--- config.mk ---
export PLATFORM = sky130hd
export DESIGN_NAME = mdce_engine
export DESIGN_NICKNAME = d
export VERILOG_FILES = /design/src/mdce_pkg.sv /design/src/mdce_engine.sv
export VERILOG_INCLUDE_DIRS = /design/src
export SDC_FILE = /design/constraint.sdc
export NUM_CORES = 2
export LEC_CHECK = 0
export BUFFER_PORTS_ARGS = -buffer_cell sky130_fd_sc_hd__buf_2
export CORE_MARGIN = 2
export CORE_UTILIZATION = 57
export DETAILED_ROUTE_END_ITERATION = 10
export PLACE_DENSITY_LB_ADDON = 0.1
export RECOVER_POWER = 25
export SYNTH_ARGS = -nofsm -noshare
export SYNTH_HDL_FRONTEND = slang
export SYNTH_SLANG_ARGS = --single-unit
--- constraint.sdc ---
create_clock -name clk -period 7.5 [get_ports clk]
set_input_delay 0.375 -clock clk [delete_from_list [all_inputs] [get_ports clk]]
set_output_delay 0.375 -clock clk [all_outputs]
set_load 0.01 [all_outputs]
--- src/mdce_cfg.svh ---
// Constants of the five-channel DMA channel engine
`ifndef MDCE_CFG_SVH
`define MDCE_CFG_SVH
`define MDCE_NCH 5
`define MDCE_OFS_PTR0 5'h00
`define MDCE_OFS_PTR1 5'h04
`define MDCE_OFS_ARM 5'h08
`define MDCE_OFS_SWREQ 5'h0c
`define MDCE_OFS_FLAG 5'h10
`define MDCE_OFS_STAT 5'h14
`define MDCE_OFS_CNT 5'h18
`define MDCE_ABORT_POS 7
`define MDCE_RST_PTR 16'h0000
`define MDCE_RST_FLAG 5'h00
`define MDCE_CFG_LAST 3'h7
`define MDCE_FETCH_CLKS 9
`define MDCE_TRIG_NONE 5'h00
`define MDCE_TRIG_PREV 5'h01
`define MDCE_M8_7BIT 1'b1
`endif

--- src/mdce_pkg.sv ---
// Types of the five-channel DMA channel engine
package mdce_pkg;
  typedef enum logic [2:0] {
    ST_IDLE = 3'b000, ST_FETCH = 3'b001, ST_FDONE = 3'b010, ST_RD = 3'b011, ST_WR = 3'b100
  } mdce_phase_t;
  typedef enum logic [1:0] {
    PRIO_LOW = 2'b00, PRIO_NORM = 2'b01, PRIO_HIGH = 2'b10
  } mdce_prio_t;
  typedef enum logic [1:0] {
    TM_SINGLE = 2'b00, TM_BLOCK = 2'b01, TM_RSINGLE = 2'b10, TM_RBLOCK = 2'b11
  } mdce_tmode_t;
  typedef enum logic [1:0] {
    INC_0 = 2'b00, INC_1 = 2'b01, INC_2 = 2'b10, DEC_1 = 2'b11
  } mdce_inc_t;
  typedef enum logic [2:0] {
    VL_FIXED = 3'b000, VL_P1 = 3'b001, VL_N = 3'b010, VL_P2 = 3'b011, VL_P3 = 3'b100
  } mdce_variable_length_mode_t;
  // Eight-byte record, byte 0 in the top bits
  typedef struct packed {
    logic [15:0] src;
    logic [15:0] dst;
    logic [2:0] variable_length_mode;
    logic [12:0] len;
    logic word;
    logic [1:0] tmode;
    logic [4:0] trig;
    logic [1:0] sinc;
    logic [1:0] dinc;
    logic irqm;
    logic m8;
    logic [1:0] prio;
  } mdce_cfg_t;
  typedef struct packed {
    mdce_cfg_t cfg;
    logic [15:0] wsrc;
    logic [15:0] wdst;
    logic [12:0] cnt;
    logic [12:0] tot;
    logic armed;
    logic pend;
    logic run;
  } mdce_chan_t;
  typedef struct packed {
    logic req;
    logic we;
    logic [15:0] addr;
    logic [7:0] wdata;
  } mdce_mem_t;
  typedef struct packed {
    mdce_chan_t [4:0] chans;
    mdce_phase_t phase;
    logic [2:0] ch;
    logic [2:0] bidx;
    logic cap;
    logic [15:0] data;
    logic [4:0] fetch_q;
    logic [2:0] rr;
    logic alt;
    logic [4:0] flags;
    logic [4:0] irq;
    logic [4:0] done;
    logic [15:0] ptr0;
    logic [15:0] ptr1;
    logic [2:0] csel;
    logic ack;
    logic [31:0] rdata;
  } mdce_state_t;
endpackage : mdce_pkg

--- src/mdce_engine.sv ---
// Five-channel DMA engine with Avalon-MM register slave and memory port
//
// The Avalon-MM register port and the register addresses were left to the implementer.
`timescale 1ns/1ps
`include "mdce_cfg.svh"
module mdce_engine (
  // Clock and reset
  input wire logic clk,
  input wire logic resetn,
  // Avalon-MM register slave
  input wire logic [4:0] avs_address,
  input wire logic avs_read,
  input wire logic avs_write,
  input wire logic [31:0] avs_writedata,
  input wire logic [3:0] avs_byteenable,
  output logic [31:0] avs_readdata,
  output logic avs_waitrequest,
  // Shared memory port
  output mdce_pkg::mdce_mem_t mem,
  input wire logic [7:0] mem_rdata,
  input wire logic cpu_req,
  output logic cpu_gnt,
  // Triggers and completion requests
  input wire logic [31:0] trig_in,
  output logic [4:0] irq_req
);
  import mdce_pkg::*;

  mdce_state_t s_q;
  mdce_state_t s_d;
  mdce_chan_t cur;
  mdce_cfg_t full;
  mdce_mem_t mreq;
  logic want;
  logic win;
  logic gnt;
  logic last;
  logic wr_en;
  logic hit;
  logic is_var;
  logic [1:0] prio;
  logic [3:0] sel;
  logic [4:0] abort_m;
  logic [9:0] prios;
  logic [12:0] cnt_n;
  logic [12:0] tot;
  logic [12:0] n;
  logic [13:0] vt;
  logic [3:0] fnext;

  // Step a working pointer after one unit
  function automatic logic [15:0] step_addr(input logic [15:0] a, input logic [1:0] inc);
    logic [15:0] r;
    case (inc)
      INC_0: r = a;
      INC_1: r = a + 16'h0001;
      INC_2: r = a + 16'h0002;
      DEC_1: r = a - 16'h0001;
      default: r = a;
    endcase
    return r;
  endfunction : step_addr

  // Total units for a variable-length option
  function automatic logic [13:0] variable_length_mode_total(input logic [2:0] v, input logic [12:0] len);
    logic [13:0] r;
    case (v)
      VL_P1: r = {1'b0, len} + 14'h0001;
      VL_N: r = {1'b0, len};
      VL_P2: r = {1'b0, len} + 14'h0002;
      VL_P3: r = {1'b0, len} + 14'h0003;
      default: r = 14'h0000;
    endcase
    return r;
  endfunction : variable_length_mode_total

  // Highest level first, then round robin after the last winner
  function automatic logic [3:0] pick_chan(input logic [4:0] cand, input logic [9:0] pr,
                                           input logic [2:0] rr);
    logic [3:0] r;
    logic [2:0] idx;
    logic [1:0] p;
    logic [1:0] lv;
    r = 4'h0;
    for (int l = 2; l >= 0; l--) begin
      for (int k = 1; k <= 5; k++) begin
        idx = 3'((int'(rr) + k) % 5);
        p = pr[idx*2 +: 2];
        lv = (p >= PRIO_HIGH) ? 2'h2 : p;
        if (!r[3] && cand[idx] && lv == 2'(l)) begin
          r = {1'b1, idx};
        end
      end
    end
    return r;
  endfunction : pick_chan

  // Next record to fetch: channels 1 to 4 in order, channel 0 last
  function automatic logic [3:0] next_fetch(input logic [4:0] q);
    logic [3:0] r;
    r = {|q, 3'h0};
    for (int i = 4; i >= 1; i--) begin
      if (q[i]) begin
        r[2:0] = 3'(i);
      end
    end
    return r;
  endfunction : next_fetch

  always_comb begin
    s_d = s_q;
    s_d.ack = (avs_read | avs_write) & ~s_q.ack;
    s_d.irq = 5'h00;
    s_d.done = 5'h00;
    wr_en = avs_write & s_q.ack;
    cur = s_q.chans[s_q.ch];
    full = mdce_cfg_t'({cur.cfg[55:0], mem_rdata});
    mreq = '0;
    want = 1'b0;
    last = 1'b0;
    cnt_n = 13'h0000;
    tot = 13'h0000;
    n = 13'h0000;
    vt = 14'h0000;
    is_var = 1'b0;
    hit = 1'b0;
    sel = 4'h0;
    fnext = 4'h0;
    abort_m = 5'h00;
    prios = 10'h000;

    // Memory request of the current phase
    case (s_q.phase)
      ST_FETCH: begin
        want = 1'b1;
        mreq.addr = (s_q.ch == 3'h0) ? s_q.ptr0 + {13'h0000, s_q.bidx}
                  : s_q.ptr1 + {10'h000, 3'(s_q.ch - 3'h1), s_q.bidx};
      end
      ST_RD: begin
        want = 1'b1;
        mreq.addr = cur.wsrc + {15'h0000, s_q.bidx[0]};
        last = ~cur.cfg.word | s_q.bidx[0];
      end
      ST_WR: begin
        // Wait for the last read byte before writing it
        want = ~s_q.cap;
        mreq.we = 1'b1;
        mreq.addr = cur.wdst + {15'h0000, s_q.bidx[0]};
        mreq.wdata = (cur.cfg.word & ~s_q.bidx[0]) ? s_q.data[15:8] : s_q.data[7:0];
        last = ~cur.cfg.word | s_q.bidx[0];
      end
      default: ;
    endcase

    // Contest against the processor; fetches always win
    prio = (s_q.phase == ST_FETCH) ? PRIO_HIGH : cur.cfg.prio;
    win = ~cpu_req | (prio >= PRIO_HIGH) | ((prio == PRIO_NORM) & s_q.alt);
    if (want & cpu_req & (prio == PRIO_NORM)) begin
      s_d.alt = ~s_q.alt;
    end
    gnt = want & win;
    mreq.req = gnt;
    s_d.cap = gnt & ~mreq.we;

    // Read data arrives the cycle after a granted read
    if (s_q.cap) begin
      if (s_q.phase == ST_FETCH || s_q.phase == ST_FDONE) begin
        s_d.chans[s_q.ch].cfg = full;
      end else begin
        s_d.data = {s_q.data[7:0], mem_rdata};
      end
    end

    case (s_q.phase)
      ST_IDLE: begin
        fnext = next_fetch(s_q.fetch_q);
        if (fnext[3]) begin
          s_d.ch = fnext[2:0];
          s_d.fetch_q[fnext[2:0]] = 1'b0;
          s_d.chans[fnext[2:0]].armed = 1'b0;
          s_d.bidx = 3'h0;
          s_d.phase = ST_FETCH;
        end else begin
          for (int i = 0; i < `MDCE_NCH; i++) begin
            prios[i*2 +: 2] = s_q.chans[i].cfg.prio;
          end
          sel = pick_chan({s_q.chans[4].armed & (s_q.chans[4].pend | s_q.chans[4].run),
                           s_q.chans[3].armed & (s_q.chans[3].pend | s_q.chans[3].run),
                           s_q.chans[2].armed & (s_q.chans[2].pend | s_q.chans[2].run),
                           s_q.chans[1].armed & (s_q.chans[1].pend | s_q.chans[1].run),
                           s_q.chans[0].armed & (s_q.chans[0].pend | s_q.chans[0].run)},
                          prios, s_q.rr);
          if (sel[3]) begin
            s_d.ch = sel[2:0];
            s_d.rr = sel[2:0];
            s_d.chans[sel[2:0]].pend = 1'b0;
            s_d.chans[sel[2:0]].run = 1'b1;
            s_d.bidx = 3'h0;
            s_d.phase = ST_RD;
          end
        end
      end
      ST_FETCH: begin
        if (gnt) begin
          s_d.bidx = s_q.bidx + 3'h1;
          if (s_q.bidx == `MDCE_CFG_LAST) begin
            s_d.phase = ST_FDONE;
          end
        end
      end
      ST_FDONE: begin
        // Last record byte lands now; channel ready at the ninth edge
        s_d.chans[s_q.ch].cfg = full;
        s_d.chans[s_q.ch].wsrc = full.src;
        s_d.chans[s_q.ch].wdst = full.dst;
        s_d.chans[s_q.ch].cnt = 13'h0000;
        s_d.chans[s_q.ch].tot = full.len;
        s_d.chans[s_q.ch].pend = 1'b0;
        s_d.chans[s_q.ch].run = 1'b0;
        s_d.chans[s_q.ch].armed = 1'b1;
        s_d.phase = ST_IDLE;
        fnext = next_fetch(s_q.fetch_q);
        if (fnext[3]) begin
          // Chained with no idle cycle, so five records take 45 clocks
          s_d.ch = fnext[2:0];
          s_d.fetch_q[fnext[2:0]] = 1'b0;
          s_d.chans[fnext[2:0]].armed = 1'b0;
          s_d.bidx = 3'h0;
          s_d.phase = ST_FETCH;
        end
      end
      ST_RD: begin
        if (gnt) begin
          s_d.bidx = last ? 3'h0 : s_q.bidx + 3'h1;
          if (last) begin
            s_d.phase = ST_WR;
          end
        end
      end
      ST_WR: begin
        if (gnt && !last) begin
          s_d.bidx = s_q.bidx + 3'h1;
        end else if (gnt) begin
          s_d.phase = ST_IDLE;
          s_d.bidx = 3'h0;
          s_d.chans[s_q.ch].wsrc = step_addr(cur.wsrc, cur.cfg.sinc);
          s_d.chans[s_q.ch].wdst = step_addr(cur.wdst, cur.cfg.dinc);
          cnt_n = cur.cnt + 13'h0001;
          tot = cur.tot;
          is_var = (cur.cfg.variable_length_mode != VL_FIXED) && (cur.cfg.variable_length_mode <= VL_P3);
          if (cur.cnt == 13'h0000 && is_var) begin
            // Length width select only matters for byte units
            if (cur.cfg.word) begin
              n = s_q.data[12:0];
            end else if (cur.cfg.m8 == `MDCE_M8_7BIT) begin
              n = {6'h00, s_q.data[6:0]};
            end else begin
              n = {5'h00, s_q.data[7:0]};
            end
            vt = variable_length_mode_total(cur.cfg.variable_length_mode, n);
            if (vt < {1'b0, cur.cfg.len}) begin
              tot = vt[12:0];
            end
          end
          s_d.chans[s_q.ch].cnt = cnt_n;
          s_d.chans[s_q.ch].tot = tot;
          if (cur.cfg.tmode == TM_SINGLE || cur.cfg.tmode == TM_RSINGLE) begin
            s_d.chans[s_q.ch].run = 1'b0;
          end
          if (cnt_n >= tot) begin
            s_d.done[s_q.ch] = 1'b1;
            s_d.irq[s_q.ch] = cur.cfg.irqm;
            s_d.chans[s_q.ch].run = 1'b0;
            s_d.chans[s_q.ch].pend = 1'b0;
            if (cur.cfg.tmode == TM_RSINGLE || cur.cfg.tmode == TM_RBLOCK) begin
              s_d.chans[s_q.ch].wsrc = cur.cfg.src;
              s_d.chans[s_q.ch].wdst = cur.cfg.dst;
              s_d.chans[s_q.ch].cnt = 13'h0000;
              s_d.chans[s_q.ch].tot = cur.cfg.len;
            end else begin
              s_d.chans[s_q.ch].armed = 1'b0;
            end
          end
        end
      end
      default: s_d.phase = ST_IDLE;
    endcase

    // Triggers latch only on armed channels; set wins over the start clear
    for (int i = 0; i < `MDCE_NCH; i++) begin
      case (s_q.chans[i].cfg.trig)
        `MDCE_TRIG_NONE: hit = 1'b0;
        `MDCE_TRIG_PREV: hit = s_q.done[(i + 4) % 5];
        default: hit = trig_in[s_q.chans[i].cfg.trig];
      endcase
      if (wr_en && avs_address == `MDCE_OFS_SWREQ && avs_byteenable[0]) begin
        hit = hit | avs_writedata[i];
      end
      if (hit && s_d.chans[i].armed) begin
        s_d.chans[i].pend = 1'b1;
      end
    end

    // Completion flags: write one to clear, a new completion wins
    if (wr_en && avs_address == `MDCE_OFS_FLAG && avs_byteenable[0]) begin
      s_d.flags = s_q.flags & ~avs_writedata[4:0];
    end
    s_d.flags = s_d.flags | s_d.done;

    // Register writes
    if (wr_en) begin
      case (avs_address)
        `MDCE_OFS_PTR0: begin
          if (avs_byteenable[0]) s_d.ptr0[7:0] = avs_writedata[7:0];
          if (avs_byteenable[1]) s_d.ptr0[15:8] = avs_writedata[15:8];
        end
        `MDCE_OFS_PTR1: begin
          if (avs_byteenable[0]) s_d.ptr1[7:0] = avs_writedata[7:0];
          if (avs_byteenable[1]) s_d.ptr1[15:8] = avs_writedata[15:8];
        end
        `MDCE_OFS_ARM: begin
          if (avs_byteenable[0] && avs_writedata[`MDCE_ABORT_POS]) begin
            abort_m = avs_writedata[4:0];
          end else if (avs_byteenable[0]) begin
            s_d.fetch_q = s_d.fetch_q | avs_writedata[4:0];
          end
        end
        `MDCE_OFS_CNT: begin
          if (avs_byteenable[0] && avs_writedata[2:0] < 3'h5) s_d.csel = avs_writedata[2:0];
        end
        default: ;
      endcase
    end

    // Abort wins over arming, triggers and a running fetch or transfer for the chosen channels
    for (int i = 0; i < `MDCE_NCH; i++) begin
      if (abort_m[i]) begin
        s_d.chans[i].armed = 1'b0;
        s_d.chans[i].pend = 1'b0;
        s_d.chans[i].run = 1'b0;
        s_d.fetch_q[i] = 1'b0;
      end
    end
    if (abort_m[s_d.ch] && s_d.phase != ST_IDLE) begin
      s_d.phase = ST_IDLE;
      s_d.bidx = 3'h0;
    end

    // Read data registered in the wait cycle, valid when waitrequest drops
    if (avs_read && !s_q.ack) begin
      case (avs_address)
        `MDCE_OFS_PTR0: s_d.rdata = {16'h0000, s_q.ptr0};
        `MDCE_OFS_PTR1: s_d.rdata = {16'h0000, s_q.ptr1};
        `MDCE_OFS_ARM: s_d.rdata = {27'h0000000, s_q.fetch_q |
                                    {s_q.chans[4].armed, s_q.chans[3].armed,
                                     s_q.chans[2].armed, s_q.chans[1].armed,
                                     s_q.chans[0].armed}};
        `MDCE_OFS_FLAG: s_d.rdata = {27'h0000000, s_q.flags};
        `MDCE_OFS_STAT: s_d.rdata = {24'h000000, 1'b0, s_q.phase, 1'b0, s_q.ch};
        `MDCE_OFS_CNT: s_d.rdata = {s_q.chans[s_q.csel].tot, 3'h0,
                                    s_q.chans[s_q.csel].cnt, s_q.csel};
        default: s_d.rdata = 32'h00000000;
      endcase
    end
  end

  always_ff @(posedge clk or negedge resetn) begin
    if (!resetn) begin
      s_q <= '0;
    end else begin
      s_q <= s_d;
    end
  end

  assign avs_waitrequest = (avs_read | avs_write) & ~s_q.ack;
  assign avs_readdata = s_q.rdata;
  assign mem = mreq;
  // Processor loses only the cycles the engine takes
  assign cpu_gnt = cpu_req & ~gnt;
  assign irq_req = s_q.irq;
endmodule : mdce_engine

==> impl_results.md <==
- Status: finished with violations
- Failing checks: capacitance limit, slew limit
- P_leak: between 0.02 and 0.025 uW
- Post-route cell area: a little over 50000 sq um
- EDFF count, synth: 0
- GRT Resource Usage Total: 0.429
- Rows: just over 100
- Antenna Nets Post-Route: 0
- Total Power: 27000 uW
- Worst slack at placement: -0.746 ns
- Met1 Use GR: 0.574
- Worst Skew: 0.0580 ns
- I/O Pins: between 150 and 200
- Asr flop ratio synth: 1.00
- Worst-margin pin slew: between 5 and 6 ns
- Placer Congestion: about 1
- Layout cells sized above 1: 0.191
- Vias: 42069
- Final setup fails: 0
- Number of CTS-inserted buffers: 81
- Pre-antenna DRT Iters: 8
- Placeable Area: ~77000 sq um
- Critical Path RT: 8.06 ns
- Mapped Cells: between 4000 and 5000
- Hold/Removal Path Class: input port to flop
- Crit path DAT: just under 8 ns
- Tcrit/Tclk final: 0.984
- Root Buffer: clkbuf_16
- Largest net degree at the start of global routing: ~170
- Maximum VDD drop: just under 0.0004 V
- First-pass GRT wire length: roughly 260 mm
- Finished Core Util: 0.663
- Initial Utilization: 0.576
- Layout area overhead: 15.0%
- Flops & latches, synth: 740
- CP Class: flop to flop
- CP Launch Type: flop
- Count of cell types in the netlist: between 100 and 150
- Max incr delay on CP: 0.53 ns
- Worst setup margin: 0.117 ns
- Drt wl/cell: about 29 um
- Ys flop type: dfrtp_1
- P per Cell Area: ~530 nW/um^2
- Mapped Avg Cell Area: between 9 and 10 sq um
- Slew Viols, Final: 150
- Unrepaired setup endpoints after global routing: true
- CTS max path bufs: 3
- Grt total ovfl: 0
- Crit-path max FO: 8
- Hold Fails Final Rpt: 0
- Met2 Use GR: 0.632
- Synthesized area: between 40000 and 50000 sq um
- Die Area: between 80000 and 90000 sq um
- Final TNS setup: 0 ns
- Worst skew pair latency: roughly 0.68 ns
- Share of the yosys chip area belonging to registers: 0.415
- Number of max-cap violations: 2
- Fmax: between 0.1 and 0.15 GHz
- GRT busiest layer: met2
- Number of global-route vias before repair: a little over 40000
- Die Ht: about 280 um
- WL final: 175 mm
- Filler Cell Count: approximately 6300
- Iter 0 DRT Violations: roughly 5400
- Width of the die: ~280 um
- CTS tree: done
- Slew headroom: -2.78
- Initial antenna violation count: 9
- Clock-pin slew on the worst setup and hold paths: approximately 0.06 ns
- DP HPWL: approximately 120 mm
- Crit. End Element: flop
- Slowest-stage cell, CP: mux4_2
- H-Tree Depth: 3
- Area after DPL: about 48000 sq um
- Post-route minimum period: 7.38 ns
- Via/cell ratio: slightly below 7
- Drt drc: 0
- PortBufs: around 130
- Met3 Use GR: 0.127
- Most frequent CP cell: buf_6
- Yosys warns: 0
- Clock Sinks: 740
- NumNets Final: 5141
==> where the power goes <==
part / switching [uW] / internal, uW / total, uW
sequential: 1180 / 5180 / 6360
clock: 1790 / 2520 / 4310
combinational: 10200 / 6090 / 16300
==> cell usage after synthesis, types with 46 or more instances <==
cell type / count / area [sq um]
a21oi_1: 277 / 1390
a22o_1: 131 / 1150
a22oi_1: 99 / 743
buf_1: 46 / 173
clkbuf_1: 289 / 1080
dfrtp_1: 740 / 18500
ha_1: 103 / 1290
inv_1: 95 / 357
mux2_2: 112 / 1260
mux2i_1: 108 / 1080
mux4_2: 115 / 2590
nand2_1: 700 / 2630
nand3_1: 81 / 405
nor2_1: 314 / 1180
nor3_1: 74 / 370
o21ai_0: 553 / 2770
o221ai_1: 87 / 762
o22ai_1: 77 / 482
xnor2_1: 66 / 578
==> stage by stage <==
step                cells  hold WS [ns]
CTS                  6050        0.0174
floorplan            4794        0.0794
global route         6052        0.0426
global placement     5879         0.457
finish               6059        0.0357
detailed placement   5879         0.459
==> critical path, delay by kind of cell (launching register included) <==
family / cells / cell delay (ns)
AOI/OAI and AO/OA: 19 / 3.16
and+or+nand+nor: 7 / 1.13
muxes: 2 / 0.78
adders and majority gates: 4 / 0.75
buffers and inverters: 8 / 1.01
DFF: 1 / 0.44
==> timing repair <==
action / in CTS / in global routing
endpoints found under the setup margin: 317 / 322
gates resized for setup: 50 / 93
hold endpoints to repair: 111 / 0
hold buffers: 13 / 0
pin swaps: 17 / 39
gates cloned: 2 / 0
setup buffers: 8 / 3
==> cell type report <==
class                   instances  area, sq um  area share
clock buffers                 115         2340      0.0457
repair buffers                470         3510      0.0684
inverters                     105          395     0.00770
well taps                    1040         1300      0.0253
diodes                          7         17.5    0.000341
clock inverters                33          543      0.0106
multi-input cells            3549        24700       0.481
flip-flops and latches        740        18500       0.361
==> cell families (layout without fill, tap and decap cells) <==
group | count (synthesis) | after routing | share of synthesized area
mux | 338 | 338 | 0.111
compound gates | 1614 | 1614 | 0.238
other cells | 1 | 10 | 0.0000840
simple gates | 1382 | 1382 | 0.136
buf+inv | 505 | 723 | 0.0470
xor+xnor | 104 | 104 | 0.0213
flops | 740 | 740 | 0.415
fa+ha+maj | 108 | 108 | 0.0311
==> per-layer routing <==
layer  share of wire  wire length (um)
met5         0.00031                54
met4           0.058             10200
met3            0.13             22000
met1            0.38             67200
met2            0.43             75300
==> path summary, 6_finish.rpt <==
path / startpoint / end / slack (ns) / depth (start not counted)
worst max-delay path: s_q[112] / s_q[663] / 0.12 / 40
worst min-delay path: avs_address[0] / avs_readdata[3] / 0.04 / 4
worst max register to register: s_q[112] / s_q[663] / 0.12 / 40
worst min register to register: avs_readdata[23] / avs_readdata[23] / 0.47 / 2
max in group asynchronous: resetn / s_q[626] / 1.47 / 3
min in group asynchronous: resetn / s_q[308] / 2.33 / 2
==> sequential cells by signal (all words and copies together), names as in the netlist <==
signal	flops
avs_readdata	29
irq_req	5
s_q	706
==> layout by cell type, fill, tap and decap left out, types with 37 or more instances in the layout <==
cell type,count
inv_1,93
clkbuf_16,81
a22o_1,131
nand2_1,694
clkbuf_1,51
buf_2,92
nor2_1,300
dfrtp_1,736
nor3_1,71
a21oi_1,261
nand3_1,74
buf_4,294
mux2i_1,105
o21ai_0,521
ha_1,99
a22oi_1,94
o22ai_1,70
xnor2_1,66
a221o_1,37
mux2_2,112
o221ai_1,86
mux4_2,115
No activity file was read; power rests on OpenSTA's default activity.
